$ cat src/include/rtc_consts.svh
// Purpose: Constants for the rotate-through-carry unit
// Assumes: 14-bit instruction word, 8-bit data path
// Notes:   Opcode field is bits 13..8 with the destination bit masked off
`ifndef RTC_CONSTS_SVH
`define RTC_CONSTS_SVH
`define RTC_OPC_MSB      13
`define RTC_OPC_LSB      8
`define RTC_OPC_ROTL     6'h0D
`define RTC_OPC_ROTR     6'h0C
`define RTC_DEST_BIT     7
`define RTC_ADDR_MSB     6
`define RTC_PHASE_COUNT  4
`define RTC_DATA_RST     8'h00
`endif

$ cat src/include/rtc_pkg.sv
// Purpose: Types for the rotate-through-carry unit
// Assumes: Nothing beyond the constants header
// Notes:   Phase enum follows a Gray sequence
package rtc_pkg;
    typedef enum logic [1:0] {
        RTC_PH_ONE   = 2'b00,
        RTC_PH_TWO   = 2'b01,
        RTC_PH_THREE = 2'b11,
        RTC_PH_FOUR  = 2'b10
    } rtc_phase_t;
    typedef enum logic [1:0] {
        RTC_OP_NONE  = 2'b00,
        RTC_OP_LEFT  = 2'b01,
        RTC_OP_RIGHT = 2'b10
    } rtc_op_t;
endpackage : rtc_pkg

$ cat src/logic/rtc_rotator.sv
// Purpose: Combinational one-bit rotate through carry
// Assumes: Operation selected by the caller
// Notes:   Passes operand and carry through when no rotate is selected
`timescale 1ns/1ps
`default_nettype none
module rtc_rotator (
    input  wire logic            [7:0] operand,
    input  wire logic                  carry_in,
    input  wire rtc_pkg::rtc_op_t      op,
    output logic                 [7:0] result,
    output logic                       carry_out
);
    import rtc_pkg::*;
    // Rotate select
    always_comb begin
        result    = operand;
        carry_out = carry_in;
        unique case (op)
            RTC_OP_LEFT: begin
                result    = {operand[6:0], carry_in};
                carry_out = operand[7];
            end
            RTC_OP_RIGHT: begin
                result    = {carry_in, operand[7:1]};
                carry_out = operand[0];
            end
            default: begin
                result    = operand;
                carry_out = carry_in;
            end
        endcase
    end
endmodule : rtc_rotator
`default_nettype wire

$ cat src/logic/rtc_unit.sv
// Purpose: Rotate-through-carry datapath slice with four-phase sequencing
// Assumes: Decoder presents instr with instr_valid in quarter phase one
// Notes:   Only the carry flag is touched; other flags stay with the core
//          The quarter phases run freely from reset; the decoder aligns
//          its words to phase one and holds them there for one cycle
//          W and the carry flag live in the core, which applies the
//          write strobes at the end of phase four
//          A word that is not a rotate leaves every strobe low
//          Back-to-back rotates need no gap between their words
// Functional notes
// - Left rotate: carry into bit0, bit7 out
// - Right rotate: carry into bit7, bit0 out
// - Destination clear writes working register and carry, not the file register
// - Destination set writes back source file register
// - Four phases: decode, read, compute, write
`timescale 1ns/1ps
`default_nettype none
`include "rtc_consts.svh"
module rtc_unit (
    input  wire logic                clk,
    input  wire logic                rst_n,
    input  wire logic                instr_valid,
    input  wire logic         [13:0] instr,
    input  wire logic                carry_in,
    input  wire logic          [7:0] file_rdata,
    output logic               [6:0] file_addr,
    output logic                     file_rd,
    output logic                     file_we,
    output logic               [7:0] file_wdata,
    output logic                     w_we,
    output logic               [7:0] w_wdata,
    output logic                     carry_we,
    output logic                     carry_out,
    output logic                     busy,
    output rtc_pkg::rtc_phase_t      phase
);
    import rtc_pkg::*;

    // ------------------------------------------------------------
    // Decoding
    // ------------------------------------------------------------
    // Opcode classification, shared by the accept path
    function automatic rtc_op_t rtc_decode(input logic [13:0] word);
        rtc_op_t op;
        op = RTC_OP_NONE;
        if (word[`RTC_OPC_MSB:`RTC_OPC_LSB] == `RTC_OPC_ROTL) begin
            op = RTC_OP_LEFT;
        end else if (word[`RTC_OPC_MSB:`RTC_OPC_LSB] == `RTC_OPC_ROTR) begin
            op = RTC_OP_RIGHT;
        end
        return op;
    endfunction : rtc_decode

    // Gray code of the quarter phase at walk position idx
    function automatic rtc_phase_t rtc_gray(input logic [1:0] idx);
        return rtc_phase_t'(idx ^ (idx >> 1));
    endfunction : rtc_gray

    // Sequencer state and the fields taken in phase one
    rtc_phase_t phase_r;
    rtc_op_t    op_r;
    logic [6:0] addr_r;
    logic       dest_r;
    logic       active_r;

    // Operand, carry and result held between the phases
    logic [7:0] operand_r;
    logic       cin_r;
    logic [7:0] result_r;
    logic       cres_r;

    // Rotator outputs
    logic [7:0] rot_res;
    logic       rot_c;

    // One flag per quarter phase, decoded once and shared
    logic [3:0] phase_hot;
    logic       in_one;
    logic       in_two;
    logic       in_three;
    logic       in_four;

    // ------------------------------------------------------------
    // Phase flags
    // ------------------------------------------------------------
    // Walk position g is live when the counter shows its Gray code
    for (genvar g = 0; g < `RTC_PHASE_COUNT; g++) begin : g_phase
        assign phase_hot[g] = (phase_r == rtc_gray(2'(g)));
    end

    // Named views of the flags for the phase-gated processes
    assign in_one   = phase_hot[0];
    assign in_two   = phase_hot[1];
    assign in_three = phase_hot[2];
    assign in_four  = phase_hot[3];

    // ------------------------------------------------------------
    // Phase sequencer
    // ------------------------------------------------------------
    // Four quarter phases run continuously
    always_ff @(posedge clk) begin
        if (!rst_n) begin
            phase_r <= RTC_PH_ONE;
        end else begin
            unique case (phase_r)
                RTC_PH_ONE:   phase_r <= RTC_PH_TWO;
                RTC_PH_TWO:   phase_r <= RTC_PH_THREE;
                RTC_PH_THREE: phase_r <= RTC_PH_FOUR;
                RTC_PH_FOUR:  phase_r <= RTC_PH_ONE;
            endcase
        end
    end

    // Take the operation in quarter phase one; an idle slot clears it
    always_ff @(posedge clk) begin
        if (!rst_n) begin
            op_r <= RTC_OP_NONE;
        end else if (in_one) begin
            op_r <= instr_valid ? rtc_decode(instr) : RTC_OP_NONE;
        end
    end

    // Latch the address field and destination bit of a presented word
    always_ff @(posedge clk) begin
        if (!rst_n) begin
            addr_r <= 7'h00;
            dest_r <= 1'b0;
        end else if (in_one && instr_valid) begin
            addr_r <= instr[`RTC_ADDR_MSB:0];
            dest_r <= instr[`RTC_DEST_BIT];
        end
    end

    // Busy from the edge that takes a rotate to the end of phase four
    always_ff @(posedge clk) begin
        if (!rst_n) begin
            active_r <= 1'b0;
        end else if (in_one) begin
            active_r <= instr_valid && (rtc_decode(instr) != RTC_OP_NONE);
        end else if (in_four) begin
            active_r <= 1'b0;
        end
    end

    // ------------------------------------------------------------
    // Read and compute
    // ------------------------------------------------------------
    // Capture the file register in quarter phase two
    always_ff @(posedge clk) begin
        if (!rst_n) begin
            operand_r <= `RTC_DATA_RST;
        end else if (in_two && active_r) begin
            operand_r <= file_rdata;
        end
    end

    // Capture the carry flag alongside the operand
    always_ff @(posedge clk) begin
        if (!rst_n) begin
            cin_r <= 1'b0;
        end else if (in_two && active_r) begin
            cin_r <= carry_in;
        end
    end

    rtc_rotator u_rot (
        .operand   (operand_r),
        .carry_in  (cin_r),
        .op        (op_r),
        .result    (rot_res),
        .carry_out (rot_c)
    );

    // Register the rotated value in quarter phase three
    always_ff @(posedge clk) begin
        if (!rst_n) begin
            result_r <= `RTC_DATA_RST;
        end else if (in_three && active_r) begin
            result_r <= rot_res;
        end
    end

    // Register the new carry with the rotated value
    always_ff @(posedge clk) begin
        if (!rst_n) begin
            cres_r <= 1'b0;
        end else if (in_three && active_r) begin
            cres_r <= rot_c;
        end
    end

    // ------------------------------------------------------------
    // Write-back
    // ------------------------------------------------------------
    // Strobes in quarter phase four pick the destination
    always_comb begin
        file_we  = 1'b0;
        w_we     = 1'b0;
        carry_we = 1'b0;
        if (active_r && in_four) begin
            carry_we = 1'b1;
            if (dest_r) begin
                file_we = 1'b1;
            end else begin
                w_we    = 1'b1;
            end
        end
    end

    // Read strobe: the file array shows valid data only while it stands
    assign file_rd = active_r && in_two;

    // Data outputs straight from the holding flip-flops
    assign file_addr  = addr_r;
    assign file_wdata = result_r;
    assign w_wdata    = result_r;
    assign carry_out  = cres_r;
    assign busy       = active_r;
    assign phase      = phase_r;
endmodule : rtc_unit
`default_nettype wire

$ cat config.mk
export PLATFORM = sky130hd
export DESIGN_NAME = rtc_unit
export DESIGN_NICKNAME = d
export VERILOG_FILES = /design/src/include/rtc_pkg.sv /design/src/logic/rtc_rotator.sv /design/src/logic/rtc_unit.sv
export VERILOG_INCLUDE_DIRS = /design/src /design/src/include
export SDC_FILE = /design/constraint.sdc
export NUM_CORES = 1
export LEC_CHECK = 0
export BUFFER_PORTS_ARGS = -buffer_cell sky130_fd_sc_hd__buf_2
export CELL_PAD_IN_SITES_DETAIL_PLACEMENT = 1
export CELL_PAD_IN_SITES_GLOBAL_PLACEMENT = 1
export CORE_MARGIN = 3
export CORE_UTILIZATION = 25
export CTS_CLUSTER_DIAMETER = 80
export DETAILED_ROUTE_END_ITERATION = 10
export PLACE_DENSITY_LB_ADDON = 0.1
export SYNTH_ARGS = -nofsm -noshare
export SYNTH_HDL_FRONTEND = slang
export SYNTH_SLANG_ARGS = --single-unit
$ cat constraint.sdc
create_clock -name clk -period 1.4 [get_ports clk]
set_input_delay 0.14 -clock clk [delete_from_list [all_inputs] [get_ports clk]]
set_output_delay 0.14 -clock clk [all_outputs]
set_load 0.005 [all_outputs]
==> results.py <==
metrics = {
    "setup_path": {
        "crit_path_start_kind": "flop",
        "crit_required_ns": 1.26,
        "critical-path-max-stage-delay_ns": 0.37,
        "crit_fanout": 7,
        "path_cells": "nand3b_1, buf_12, inv_1, buf_2",
        "critical_path.slowest_cell": "sky130_fd_sc_hd__dfxtp_4",
        "critical_path_class": "reg -> out",
        "critical_path_buf_inv_count": 3,
        "worst-endpoint-arrival_ns": 1.16,
        "critPathTopFamily": "flip-flops",
        "critPathCaptureType": "output port",
    },
    "clock_tree": {
        "cts_hold_buf": 0,
        "buffer_levels_on_the_longest_clock_path": 2,
        "clkTransAtPathRegs_ns": 0.06,
        "cts_tree": "done",
        "cts_sinks": 31,
        "cts-buffers-inserted": 5,
        "clock_latency_of_the_later_clocked_register_in_the_worst_skew_pair_ns": 0.28,
        "cts.htree.levels": 2,
        "root_buffer": "sky130_fd_sc_hd__clkbuf_8",
    },
    "finish": {
        "final_common_cell": "sky130_fd_sc_hd__buf_2",
        "synthToLayoutAreaGrowth_pct": 28.4,
        "postLayoutCoreUtil_pct": 34.1,
        "drive_above_1_share_pct": 40.1,
        "num_antenna_cells": 0,
        "layout.cells.most_common_list": "sky130_fd_sc_hd__buf_2 (56), sky130_fd_sc_hd__dfxtp_1 (28), sky130_fd_sc_hd__nor2_1 (21)",
        "fillCellCount": 641,
        "final_stage_net_count": 224,
    },
    "logic_synthesis": {
        "mapped_cells": 145,
        "synth-async-reset-ratio_pct": 0,
        "ys_top_cells_by_area": "sky130_fd_sc_hd__dfxtp_1 (44%), sky130_fd_sc_hd__mux2i_1 (12%), sky130_fd_sc_hd__a22o_1 (5.6%)",
        "synth.net_count": 173,
        "synth_seq_area_share_pct": 44.4,
        "synth-edff-count": 0,
        "netlist.top_cell.by_area": "sky130_fd_sc_hd__dfxtp_1",
        "yosys_warnings": 0,
        "synth_top_area_share_pct": 44.4,
        "commonest_register_cell_after_synthesis": "sky130_fd_sc_hd__dfxtp_1",
        "syn_area_mm2": 0.00140,
        "netlist-cell-type-count": 26,
        "syn-mean-instance-area_um2": 9.65,
        "postSynthRegisterBits": 31,
    },
    "timing": {
        "worstMarginPinSlew_ns": 0.522,
        "post-route-min-period_ns": 1.30,
        "timing.final.setup_violations": 0,
        "maxClockFrequency_mhz": 767,
        "finalClockSkew_ns": 0.00436,
        "tns_ns": 0,
        "report.final.hold_viol_count": 0,
        "final-max-slew-violation-count": 0,
        "finalWorstSetupSlack_ns": 0.0956,
        "rsz0062_at_grt": "false",
        "relative_slew_margins_pct": 65.1,
        "fin_crit_sh_pct": 93.2,
    },
    "pwr": {
        "vdd_drop_max_uv": 416,
        "p_leak_nw": 0.859,
        "p_int_mw": 1.31,
        "power.combinational.fraction_pct": 7.2,
        "p_sw_uw": 393,
        "pwr_total_mw": 1.71,
        "swShare_pct": 23.1,
        "power.share.sequential_pct": 53.6,
        "power.density_mw_per_mm2": 950,
        "share_clk_of_total_power_pct": 39.2,
    },
    "floorplanning": {
        "die_w_um": 80.8,
        "top_level_ports": 57,
        "floorplan_die_area_mm2": 0.00653,
        "std_cell_rows": 26,
        "die_y_um": 80.8,
        "floorplan.initialDensity_pct": 26.5,
        "floorplan.core_area_mm2": 0.00527,
    },
    "global_route": {
        "maximum_number_of_pins_on_one_net_before_global_route_repair": 22,
        "grt_antenna_before_repair": 0,
        "grt_pass1_wl_mm": 5.99,
        "track_usage_pct": 12.1,
        "via_count_of_the_first_global_routing_pass": 1213,
        "grt.overflow.total": 0,
    },
    "place": {
        "port-buffer-count": 56,
        "pre_cts_slack_ns": -0.0810,
        "gp_congestion": 0.649,
        "place.detailed.hpwl_mm": 2.76,
    },
    "route": {
        "first_pass_iters": 4,
        "ant_nets": 0,
        "route.vias.total": 1214,
        "drt_drc_violations_left": 0,
        "vias_per_cell": 4.55,
        "post_drt_wl_per_cell_um": 13.7,
        "wl_mm": 3.67,
        "drt_first_iter_violations": 60,
    },
    "run": {
        "maxCapViolCount": 0,
    },
    "run_status": {
        "status": "finished clean",
    },
    "worst_hold_path": {
        "min_path_type": "in -> reg",
    },
}
final cells by class:
type                            count  area, um2  area share [%]
Clock buffer                        7       76.3            4.25
Clock inverter                      1       5.00           0.279
Inverter                            5       18.8            1.05
Multi-Input combinational cell     91        641            35.7
Sequential cell                    31        629            35.1
Tap cell                           70       87.6            4.88
Timing Repair Buffer               62        338            18.8
worst paths after layout:
kind | from | endpoint | slack (ns) | cells after the start
worst max register to register | op_r[1]$_SDFFE_PN0P_ | file_wdata[7]$_SDFFE_PN0P_ | 0.13 | 5
worst max-delay path | phase[1]$_SDFF_PN0_ | file_rd | 0.1 | 4
worst min-delay path | file_rdata[7] | operand_r[7]$_SDFFE_PN0P_ | 0.09 | 3
worst min register to register | phase[1]$_SDFF_PN0_ | phase[0]$_SDFF_PN0_ | 0.47 | 1
worst register-to-register path: cells and delay by family, from the launching register on:
family | cells | cell delay, ns
compound gates | 3 | 0.49
flops | 1 | 0.37
buf+inv | 1 | 0.08
fa+ha+maj | 1 | 0.23
cell usage after synthesis (4+ instances only):
master and count:
sky130_fd_sc_hd__buf_4 8, sky130_fd_sc_hd__mux2i_1 17, sky130_fd_sc_hd__nor2_1 21, sky130_fd_sc_hd__a22o_1 9
sky130_fd_sc_hd__o21ai_0 9, sky130_fd_sc_hd__inv_1 4, sky130_fd_sc_hd__dfxtp_1 31, sky130_fd_sc_hd__buf_2 5
sky130_fd_sc_hd__a22oi_1 9, sky130_fd_sc_hd__nand2_1 9, sky130_fd_sc_hd__buf_6 4
sequential cells by signal, summed over array words and instances (netlist names):
signal / count
file_addr: 7
dest_r: 1
carry_out: 1
busy: 1
op_r: 2
file_wdata: 8
phase: 2
operand_r: 8
cin_r: 1
power by group through the flow:
stage	Sequential (mW)	Combinational (mW)	Clock, mW
4_1_cts	0.916	0.126	0.702
5_1_grt	0.918	0.138	0.749
6_report	0.914	0.123	0.668
3_5_place_dp	0.935	0.126	0
3_3_place_gp	0.934	0.121	0
2_1_floorplan	0.931	0.0682	0
per-layer routing:
metal / vias to the layer above / share of wire, % / global-route usage [%]
met5: - / 0 / 0
met4: 0 / 1.1 / 4.56
li1: 600 / - / -
met1: 567 / 46 / 15.3
met3: 5 / 6.9 / 4.21
met2: 42 / 46 / 19.0
cell families after synthesis:
group,Yosys count,synth area share (%)
buffers and inverters,23,10.9
adders and majority gates,2,1.79
DFF,31,44.4
and+or+nand+nor,41,14.3
AOI/OAI and AO/OA,31,16.5
muxes,17,12.2
metrics by stage:
step | hold WS (ns) | area (um2) | instances
global route | 0.102 | 1800 | 267
floorplan | 0.284 | 1400 | 145
global placement | 0.372 | 1670 | 256
finish | 0.0942 | 1800 | 267
CTS | 0.0871 | 1750 | 264
detailed placement | 0.380 | 1670 | 256
repair_timing:
action,CTS,global route
buffers inserted,0,3
gates resized for setup,3,5
endpoints found under the setup margin,11,9
Note: power is estimated with default switching activity, not from simulation.
